<file path="config.mk">
export PLATFORM = sky130hd
export DESIGN_NAME = pps_regs
export DESIGN_NICKNAME = d
export VERILOG_FILES = /design/src/core/pps_pkg.sv /design/src/core/pps_regs.sv
export SDC_FILE = /design/constraint.sdc
export NUM_CORES = 1
export LEC_CHECK = 0
export BUFFER_PORTS_ARGS = -buffer_cell sky130_fd_sc_hd__buf_2
export CAP_MARGIN = 20
export CORE_MARGIN = 2
export CORE_UTILIZATION = 30
export DETAILED_ROUTE_END_ITERATION = 8
export PLACE_DENSITY = 0.53
export SETUP_SLACK_MARGIN = 0.5
export SLEW_MARGIN = 15
export SYNTH_ARGS = -nofsm -noshare
export SYNTH_HDL_FRONTEND = slang
export SYNTH_SLANG_ARGS = --single-unit
</file>
<file path="constraint.sdc">
create_clock -name clk -period 2.7 [get_ports clk]
set_input_delay 0.27 -clock clk [delete_from_list [all_inputs] [get_ports clk]]
set_output_delay 0.27 -clock clk [all_outputs]
set_load 0.005 [all_outputs]
</file>
<file path="src/core/pps_pkg.sv">
// Constants for the downstream port power / over-current select register bank.
// Assumes an AXI4-Lite master with 32-bit data; every register uses the low byte of its word.
package pps_pkg;

    localparam int          ADDR_W     = 20;
    localparam int          IDX_W      = 18;

    // Register indexes; the byte address is four times the index
    localparam logic [17:0] IDX_PWR3   = 18'h03c08;
    localparam logic [17:0] IDX_OVC1   = 18'h03c20;
    localparam logic [17:0] IDX_OVC2   = 18'h03c24;
    localparam logic [17:0] IDX_OVC3   = 18'h03c28;
    localparam logic [17:0] IDX_CHG    = 18'h05246;
    localparam logic [17:0] IDX_IRQ_ST = 18'h05248;
    localparam logic [17:0] IDX_IRQ_CL = 18'h05249;
    localparam logic [17:0] IDX_IRQ_EN = 18'h0524a;

    // Field positions in the power select byte
    localparam int          SHARED_BIT = 7;
    localparam int          RSVD_BIT   = 6;
    localparam int          DIS_BIT    = 5;
    localparam int          NONREM_BIT = 4;

    // Interrupt status layout: [2:0] charging host seen, [5:3] over-current rise
    localparam int          IRQ_CHG_LSB = 0;
    localparam int          IRQ_OC_LSB  = 3;

    // Reset values; PWR3_RST and OVC_RST are held only until the configuration load one edge after reset
    localparam logic [7:0]  PWR3_RST   = 8'h00;
    localparam logic [3:0]  OVC_RST    = 4'h0;
    localparam logic [2:0]  CHG_RST    = 3'h0;
    localparam logic [5:0]  IRQ_RST    = 6'h00;

    localparam logic [1:0]  RESP_OKAY   = 2'h0;
    localparam logic [1:0]  RESP_SLVERR = 2'h2;

    typedef enum logic [3:0]
    {
        PWR_OFF    = 4'h0,
        PWR_USB2   = 4'h1,
        PWR_USB3   = 4'h2,
        PWR_EITHER = 4'h3,
        PWR_GPIO   = 4'h4
    } pps_pwr_e;

    typedef enum logic [3:0]
    {
        OC_DISABLED = 4'h0,
        OC_PIN      = 4'h1,
        OC_GPIO     = 4'h2,
        OC_FORCE    = 4'hf
    } pps_oc_e;

endpackage

</file>
<file path="src/core/pps_regs.sv">
// Port power source and over-current source select registers with an AXI4-Lite slave.
// Assumes configuration values, hub power states, handshake pulses and the enumerated level
// come from logic on clk; sense and GPIO pins are asynchronous and are synchronised here.
//
// Behaviour
// - Port 3 shared flag set means power and over-current sense share one pin.
// - Port 3 disable bit forces port off and reports it unavailable.
// - Port 3 non-removable bit is reported as a permanently attached device.
// - Power code 0 off, 1 follows USB2 power, 2 follows USB3 power.
// - Power code 3 follows USB2 or USB3, 4 follows GPIO, rest reserved.
// - Over-current code 0 disables port, 1 dedicated pin, 2 GPIO.
// - Over-current code f forces indication on; other codes reserved.
// - Charging bits 2:0 record a charging host handshake seen before enumeration.
//
// Our own choice: the AXI4-Lite slave port.
`timescale 1ns/1ns
`default_nettype none

module pps_regs
(
    input  wire logic        clk,
    input  wire logic        nrst,
    input  wire logic [19:0] s_axi_awaddr,
    input  wire logic        s_axi_awvalid,
    output logic             s_axi_awready,
    input  wire logic [31:0] s_axi_wdata,
    input  wire logic [3:0]  s_axi_wstrb,
    input  wire logic        s_axi_wvalid,
    output logic             s_axi_wready,
    output logic [1:0]       s_axi_bresp,
    output logic             s_axi_bvalid,
    input  wire logic        s_axi_bready,
    input  wire logic [19:0] s_axi_araddr,
    input  wire logic        s_axi_arvalid,
    output logic             s_axi_arready,
    output logic [31:0]      s_axi_rdata,
    output logic [1:0]       s_axi_rresp,
    output logic             s_axi_rvalid,
    input  wire logic        s_axi_rready,
    input  wire logic [7:0]  cfg_port3_power_select,
    input  wire logic [3:0]  cfg_port1_overcurrent_code,
    input  wire logic [3:0]  cfg_port2_overcurrent_code,
    input  wire logic [3:0]  cfg_port3_overcurrent_code,
    input  wire logic        usb2_port_power_on,
    input  wire logic        usb3_port_power_on,
    input  wire logic        hub_enumerated,
    input  wire logic [2:0]  charging_host_port_detect,
    input  wire logic        power_gpio_pin,
    input  wire logic [2:0]  overcurrent_sense_pin,
    input  wire logic [2:0]  overcurrent_gpio_pin,
    input  wire logic        port3_power_in,
    output logic             port3_power_out,
    output logic             port3_power_oe_n,
    output logic [2:0]       port_overcurrent,
    output logic [2:0]       port_available,
    output logic             port3_non_removable,
    output logic             port3_shared_pins,
    output logic             irq
);

    function automatic logic power_on_for(input logic [3:0] code, input logic u2,
                                          input logic u3, input logic gp);
        case (code)
            pps_pkg::PWR_USB2:   power_on_for = u2;
            pps_pkg::PWR_USB3:   power_on_for = u3;
            pps_pkg::PWR_EITHER: power_on_for = u2 | u3;
            pps_pkg::PWR_GPIO:   power_on_for = gp;
            default:             power_on_for = 1'b0;
        endcase
    endfunction

    function automatic logic overcurrent_for(input logic [3:0] code, input logic pin,
                                             input logic gp);
        case (code)
            pps_pkg::OC_PIN:   overcurrent_for = pin;
            pps_pkg::OC_GPIO:  overcurrent_for = gp;
            pps_pkg::OC_FORCE: overcurrent_for = 1'b1;
            default:           overcurrent_for = 1'b0;
        endcase
    endfunction

    // Two-stage synchronisers for pin inputs
    logic [7:0]  pin_meta_reg;
    logic [7:0]  pin_sync_reg;
    logic        gpio_pwr_s;
    logic [2:0]  oc_pin_s;
    logic [2:0]  oc_gpio_s;
    logic        p3_pin_s;

    logic        loaded_reg;
    logic [7:0]  pwr3_reg;
    logic [3:0]  ovc_reg [3];
    logic [2:0]  chg_reg;
    logic [5:0]  irq_stat_reg;
    logic [5:0]  irq_en_reg;
    logic [2:0]  oc_prev_reg;

    logic        aw_held_reg;
    logic        w_held_reg;
    logic [17:0] aw_idx_reg;
    logic [7:0]  wdata_reg;
    logic        wlane_reg;
    logic        do_write;
    logic        wr_hit;
    logic [31:0] rd_word;
    logic        rd_hit;
    logic [2:0]  chg_set;
    logic [5:0]  irq_events;
    logic [5:0]  irq_clear;
    logic        p3_power;
    logic [2:0]  oc_src_pin;
    logic [2:0]  oc_next;

    always_ff @(posedge clk or negedge nrst)
    begin
        if (!nrst)
        begin
            pin_meta_reg <= 8'h00;
            pin_sync_reg <= 8'h00;
        end
        else
        begin
            pin_meta_reg <= {port3_power_in, overcurrent_gpio_pin, overcurrent_sense_pin,
                             power_gpio_pin};
            pin_sync_reg <= pin_meta_reg;
        end
    end

    assign gpio_pwr_s = pin_sync_reg[0];
    assign oc_pin_s   = pin_sync_reg[3:1];
    assign oc_gpio_s  = pin_sync_reg[6:4];
    assign p3_pin_s   = pin_sync_reg[7];

    // AXI write side: address and data taken in either order, answered one edge later
    assign s_axi_awready = !aw_held_reg && !s_axi_bvalid;
    assign s_axi_wready  = !w_held_reg && !s_axi_bvalid;
    assign do_write      = aw_held_reg && w_held_reg && !s_axi_bvalid;
    assign s_axi_arready = !s_axi_rvalid;

    always_ff @(posedge clk or negedge nrst)
    begin
        if (!nrst)
        begin
            aw_held_reg  <= 1'b0;
            w_held_reg   <= 1'b0;
            aw_idx_reg   <= 18'h00000;
            wdata_reg    <= 8'h00;
            wlane_reg    <= 1'b0;
            s_axi_bvalid <= 1'b0;
            s_axi_bresp  <= pps_pkg::RESP_OKAY;
        end
        else
        begin
            if (s_axi_awvalid && s_axi_awready)
            begin
                aw_held_reg <= 1'b1;
                aw_idx_reg  <= s_axi_awaddr[19:2];
            end
            if (s_axi_wvalid && s_axi_wready)
            begin
                w_held_reg <= 1'b1;
                wdata_reg  <= s_axi_wdata[7:0];
                wlane_reg  <= s_axi_wstrb[0];
            end
            if (do_write)
            begin
                aw_held_reg  <= 1'b0;
                w_held_reg   <= 1'b0;
                s_axi_bvalid <= 1'b1;
                s_axi_bresp  <= wr_hit ? pps_pkg::RESP_OKAY : pps_pkg::RESP_SLVERR;
            end
            else if (s_axi_bvalid && s_axi_bready)
            begin
                s_axi_bvalid <= 1'b0;
            end
        end
    end

    always_comb
    begin
        case (aw_idx_reg)
            pps_pkg::IDX_PWR3, pps_pkg::IDX_OVC1, pps_pkg::IDX_OVC2, pps_pkg::IDX_OVC3,
            pps_pkg::IDX_CHG, pps_pkg::IDX_IRQ_ST, pps_pkg::IDX_IRQ_CL,
            pps_pkg::IDX_IRQ_EN: wr_hit = 1'b1;
            default:             wr_hit = 1'b0;
        endcase
    end

    // Configuration load at the first edge after reset, then software writes
    // configuration load
    always_ff @(posedge clk or negedge nrst)
    begin
        if (!nrst)
        begin
            loaded_reg <= 1'b0;
            pwr3_reg   <= pps_pkg::PWR3_RST;
            ovc_reg[0] <= pps_pkg::OVC_RST;
            ovc_reg[1] <= pps_pkg::OVC_RST;
            ovc_reg[2] <= pps_pkg::OVC_RST;
            irq_en_reg <= pps_pkg::IRQ_RST;
        end
        else if (!loaded_reg)
        begin
            loaded_reg <= 1'b1;
            pwr3_reg   <= cfg_port3_power_select & ~(8'h01 << pps_pkg::RSVD_BIT);
            ovc_reg[0] <= cfg_port1_overcurrent_code;
            ovc_reg[1] <= cfg_port2_overcurrent_code;
            ovc_reg[2] <= cfg_port3_overcurrent_code;
        end
        else if (do_write && wlane_reg)
        begin
            case (aw_idx_reg)
                pps_pkg::IDX_PWR3:   pwr3_reg   <= wdata_reg & ~(8'h01 << pps_pkg::RSVD_BIT);
                pps_pkg::IDX_OVC1:   ovc_reg[0] <= wdata_reg[3:0];
                pps_pkg::IDX_OVC2:   ovc_reg[1] <= wdata_reg[3:0];
                pps_pkg::IDX_OVC3:   ovc_reg[2] <= wdata_reg[3:0];
                pps_pkg::IDX_IRQ_EN: irq_en_reg <= wdata_reg[5:0];
                default:             irq_en_reg <= irq_en_reg;
            endcase
        end
    end

    // handshake latched only before enumeration; a set beats a write
    assign chg_set = charging_host_port_detect & {3{!hub_enumerated}};

    always_ff @(posedge clk or negedge nrst)
    begin
        if (!nrst)
        begin
            chg_reg <= pps_pkg::CHG_RST;
        end
        else if (do_write && wlane_reg && aw_idx_reg == pps_pkg::IDX_CHG)
        begin
            chg_reg <= wdata_reg[2:0] | chg_set;
        end
        else
        begin
            chg_reg <= chg_reg | chg_set;
        end
    end

    // Port 3 power source, disabled port never powered
    // disable overrides
    assign p3_power = !pwr3_reg[pps_pkg::DIS_BIT] &&
                      power_on_for(pwr3_reg[3:0], usb2_port_power_on, usb3_port_power_on,
                                   gpio_pwr_s);

    // shared pin sense
    // In shared mode the pin is released while powered and the switch pulls it low on fault
    assign oc_src_pin = {pwr3_reg[pps_pkg::SHARED_BIT] ? (p3_power && !p3_pin_s) : oc_pin_s[2],
                         oc_pin_s[1:0]};

    always_comb
    begin
        for (int i = 0; i < 3; i++)
        begin
            oc_next[i] = overcurrent_for(ovc_reg[i], oc_src_pin[i], oc_gpio_s[i]);
        end
    end

    always_ff @(posedge clk or negedge nrst)
    begin
        if (!nrst)
        begin
            port3_power_out     <= 1'b0;
            port3_power_oe_n    <= 1'b1;
            port_overcurrent    <= 3'h0;
            port_available      <= 3'h0;
            port3_non_removable <= 1'b0;
            port3_shared_pins   <= 1'b0;
            oc_prev_reg         <= 3'h0;
        end
        else
        begin
            port3_power_out     <= pwr3_reg[pps_pkg::SHARED_BIT] ? 1'b0 : p3_power;
            port3_power_oe_n    <= pwr3_reg[pps_pkg::SHARED_BIT] ? p3_power : 1'b0;
            port_overcurrent    <= oc_next;
            oc_prev_reg         <= port_overcurrent;
            port_available      <= {ovc_reg[2] != pps_pkg::OC_DISABLED &&
                                    !pwr3_reg[pps_pkg::DIS_BIT],
                                    ovc_reg[1] != pps_pkg::OC_DISABLED,
                                    ovc_reg[0] != pps_pkg::OC_DISABLED};
            port3_non_removable <= pwr3_reg[pps_pkg::NONREM_BIT];
            port3_shared_pins   <= pwr3_reg[pps_pkg::SHARED_BIT];
        end
    end

    // Sticky interrupt status; a new event wins over a clear in the same cycle
    assign irq_events = {port_overcurrent & ~oc_prev_reg, chg_set & ~chg_reg};
    assign irq_clear  = (do_write && wlane_reg && aw_idx_reg == pps_pkg::IDX_IRQ_CL) ?
                        wdata_reg[5:0] : 6'h00;

    always_ff @(posedge clk or negedge nrst)
    begin
        if (!nrst)
        begin
            irq_stat_reg <= pps_pkg::IRQ_RST;
            irq <= 1'b0;
        end
        else
        begin
            irq_stat_reg <= (irq_stat_reg & ~irq_clear) | irq_events;
            irq <= |(((irq_stat_reg & ~irq_clear) | irq_events) & irq_en_reg);
        end
    end

    // Read side
    always_comb
    begin
        rd_word = 32'h00000000;
        rd_hit  = 1'b1;
        case (s_axi_araddr[19:2])
            pps_pkg::IDX_PWR3:   rd_word[7:0] = pwr3_reg;
            pps_pkg::IDX_OVC1:   rd_word[3:0] = ovc_reg[0];
            pps_pkg::IDX_OVC2:   rd_word[3:0] = ovc_reg[1];
            pps_pkg::IDX_OVC3:   rd_word[3:0] = ovc_reg[2];
            pps_pkg::IDX_CHG:    rd_word[2:0] = chg_reg;
            pps_pkg::IDX_IRQ_ST: rd_word[5:0] = irq_stat_reg;
            pps_pkg::IDX_IRQ_EN: rd_word[5:0] = irq_en_reg;
            pps_pkg::IDX_IRQ_CL: rd_word = 32'h00000000;
            default:             rd_hit  = 1'b0;
        endcase
    end

    always_ff @(posedge clk or negedge nrst)
    begin
        if (!nrst)
        begin
            s_axi_rvalid <= 1'b0;
            s_axi_rdata  <= 32'h00000000;
            s_axi_rresp  <= pps_pkg::RESP_OKAY;
        end
        else if (s_axi_arvalid && s_axi_arready)
        begin
            s_axi_rvalid <= 1'b1;
            s_axi_rdata  <= rd_word;
            s_axi_rresp  <= rd_hit ? pps_pkg::RESP_OKAY : pps_pkg::RESP_SLVERR;
        end
        else if (s_axi_rvalid && s_axi_rready)
        begin
            s_axi_rvalid <= 1'b0;
        end
    end

endmodule

`default_nettype wire

</file>
==> qor.csv <==
stage;metric;value;unit
outcome;status;completed;
yosys;fraction of registers with async set/reset;1.00;
pwr;clock share of power;0.310;
cts;CTS HTree Levels;3;
yosys;Synth Area in Simple Gates;0.155;
grt;antenna violations before repair;1;
floorplanning;initial core utilization;0.305;
pwr;Flop pwr share;0.495;
yosys;area leader, netlist;dfrtp_1;
yosys;Post-Synthesis Cells;428;
floorplanning;full die area;17100;um2
pwr;internal cell power;3.25;mW
grt;global route total overflow;0;
yosys;top-area cell type share of the netlist area;0.534;
yosys;Synth area leaders;dfrtp_1 53%, mux2_2 8.2%, mux2i_1 5.6%;
timing;crit share post-route;0.763;
yosys;#FFs+latches synth;104;
cts;clk slew on worst S/H paths;0.07;ns
timing;setup TNS;0;ns
yosys;syn_area_per_cell;11.3;um2
timing;final hold vios;0;
critical_path;crit end category;flop;
grt;wire length of the first global-routing pass;17600;um
yosys;EDFF count, synth;0;
timing;clk_skew;0.00799;ns
timing;max_slew headroom;0.534;
placement;placed cells;740;
floorplanning;die height;131;um
critical_path;R2R depth;5;
critical_path;Critical Path Stages;5;
drt;drt pass-1 iters;4;
critical_path;CP bufs+invs;0;
critical_path;Critical Path RT;2.93;ns
floorplanning;# rows;46;
cts;Longest Clk Path Bufs;2;
hold_path;WHS Path Cells;1;
placement;pre-CTS setup slack;0.614;ns
cts;TritonCTS clock tree;built;
cts;number of post-CTS setup repair buffers;0;
pwr;Net Sw Frac;0.295;
timing;setup violators final;0;
critical_path;CP cell instances;or4b_4 -> nor2_4 -> and3_1 -> o21ai_2 -> a221o_1;
yosys;post-synthesis adder-cell area fraction;0;
job;total of max-cap violations;0;
critical_path;Startpoint Class;flop;
layout;Final nets;653;
layout;share of post-route cells with drive strength above 1;0.333;
yosys;Commonest cells post-synth;103 x dfrtp_1, 35 x mux2_2, 35 x nand2_1;
placement;gp weighted congestion;0.816;
cts;Worst-Skew Late Latency;0.35;ns
critical_path;CP top delay family;simple AND/OR/NAND/NOR gates;
yosys;most instantiated library cell after synthesis;dfrtp_1;
floorplanning;Die Span X;131;um
timing;Max Slew Vio Count;0;
yosys;Yosys Warn Count;0;
yosys;ys flop type;dfrtp_1;
yosys;post-synthesis cell area;4830;um2
layout;P&R area growth vs syn;21.4;%
cts;number of buffers created by CTS;9;
yosys;XOR/XNOR Fraction of Synth Area;0;
pwr;combinational fraction of design power;0.195;
drt;DRC;0;
drt;ANT nets after route;0;
yosys;multiplexer area fraction after synthesis;0.138;
yosys;Synth Area in Compound Gates;0.103;
yosys;Distinct cells, synth;59;
pwr;VDD IR-drop max;389;uV
timing;Worst Tran Pin Value;0.698;ns
drt;drt wl/cell;15.0;um
layout;# diodes;0;
drt;vias;3471;
grt;largest net degree at the start of global routing;61;
pwr;P_leak;2.69;nW
timing;unrepaired setup endpoints after global routing;yes;
timing;Period minus WS final;2.06;ns
hold_path;HP Class;input pin to flop;
floorplanning;core outline area;15800;um2
critical_path;CP arrival;2.29;ns
cts;Root Driver;clkbuf_16;
floorplanning;IO Pins;169;
critical_path;crit-path max FO;6;
drt;Vias/cell;4.59;
yosys;largest family of logic cells by synthesized area;simple AND/OR/NAND/NOR gates;
drt;WL final;11400;um
layout;fin cells;757;
critical_path;Crit Path Category;flop to flop;
grt;Overall Global Routing Usage;0.138;
critical_path;Slowest-stage cell, CP;or4b_4;
pwr;Net Sw Power;1.36;mW
grt;number of global-route vias before repair;3346;
placement;port bufs;108;
cts;CTS sink cnt;104;
drt;1st-iter DRT viols;106;
timing;Final WS setup;0.640;ns
timing;Fmax;486;MHz
layout;max reg flops;18;
yosys;part of the Yosys area used for sequential elements;0.540;
pwr;pwr/cell area;788;nW/um2
critical_path;slowest stage delay, CP;0.59;ns
placement;post-DP HPWL;8690;um
layout;fill count;1608;
## path summary, 6_finish.rpt
| kind | start | to | slack (ns) |
|---|---|---|---|
| worst max-delay path | aw_idx_reg[17] | irq | 0.64 |
| worst min-delay path | overcurrent_gpio_pin[1] | pin_meta_reg[5] | 0.02 |
| worst max register to register | aw_idx_reg[17] | irq | 0.64 |
| worst min register to register | pin_meta_reg[7] | pin_sync_reg[7] | 0.35 |
| max in group asynchronous | nrst | port3_power_oe_n | 1.49 |
| min in group asynchronous | nrst | s_axi_rdata[7] | 0.48 |
## what timing repair did
item                                    4_1_cts  5_1_grt
endpoints found under the hold margin        44        0
hold buffers                                  1        0
gates resized for setup                       0        2
endpoints found under the setup margin        0       11
## worst register-to-register path, cell delays in order, from the launching register on
cell	delay, ns
dfrtp_1	0.43
or4b_4	0.60
nor2_4	0.14
and3_1	0.34
o21ai_2	0.09
a221o_1	0.35
## layout by cell type, fill, tap and decap left out, types with 3 or more instances in the layout
master	n
conb_1	28
mux2i_1	27
a221oi_1	4
buf_4	4
o21ai_1	3
nand4_1	3
nor3_1	7
nor4b_1	4
dfrtp_1	103
a32o_1	3
buf_2	107
o21ai_0	29
nand2_1	35
inv_1	9
nand3_1	8
a21o_1	6
clkbuf_16	9
mux2_2	35
nor3b_1	3
nor2_1	28
nor2b_1	14
a21oi_1	20
nor3_4	3
a222oi_1	3
nand2b_1	3
## final cells by class
cell class / instances / area [um2] / share of cell area
clock buffer: 11 / 253 / 0.0432
clock inverter: 5 / 78.8 / 0.0135
inverter: 9 / 33.8 / 0.00577
multi-input combinational: 299 / 2020 / 0.345
sequential: 104 / 2600 / 0.445
tap: 216 / 270 / 0.0461
timing repair buffer: 113 / 596 / 0.102
## power by group through the flow
stage / sequential [mW] / combinational (mW) / clock, mW
2_1_floorplan: 2.16 / 0.667 / 0
3_3_place_gp: 2.30 / 0.887 / 0
3_5_place_dp: 2.33 / 0.910 / 0
4_1_cts: 2.30 / 0.916 / 1.48
5_1_grt: 2.35 / 1.01 / 1.55
6_report: 2.28 / 0.899 / 1.43
## metal layers
layer	share of wire	vias up	global-route usage
met5	0.0011	-	0
met2	0.47	112	0.212
met4	0.019	2	0.0544
met3	0.058	17	0.0444
li1	-	1693	-
met1	0.46	1647	0.181
## through the flow
step / hold WS, ns / util / cell area, um2 / power [mW]
floorplan: -0.0256 / - / 4920 / 2.82
global placement: 0.313 / 0.348 / 5510 / 3.19
detailed placement: 0.322 / 0.348 / 5510 / 3.24
CTS: 0.00543 / 0.370 / 5850 / 4.69
global route: 0.00802 / 0.370 / 5860 / 4.91
finish: 0.0232 / 0.370 / 5860 / 4.61
## kinds of logic (layout without fill, tap and decap cells)
group	after synthesis	after routing
other	2	28
AOI/OAI and AO/OA	78	78
buffers and inverters	51	138
and+or+nand+nor	131	131
muxes	62	62
DFF	104	104
Note: power is estimated with default switching activity, not from simulation.
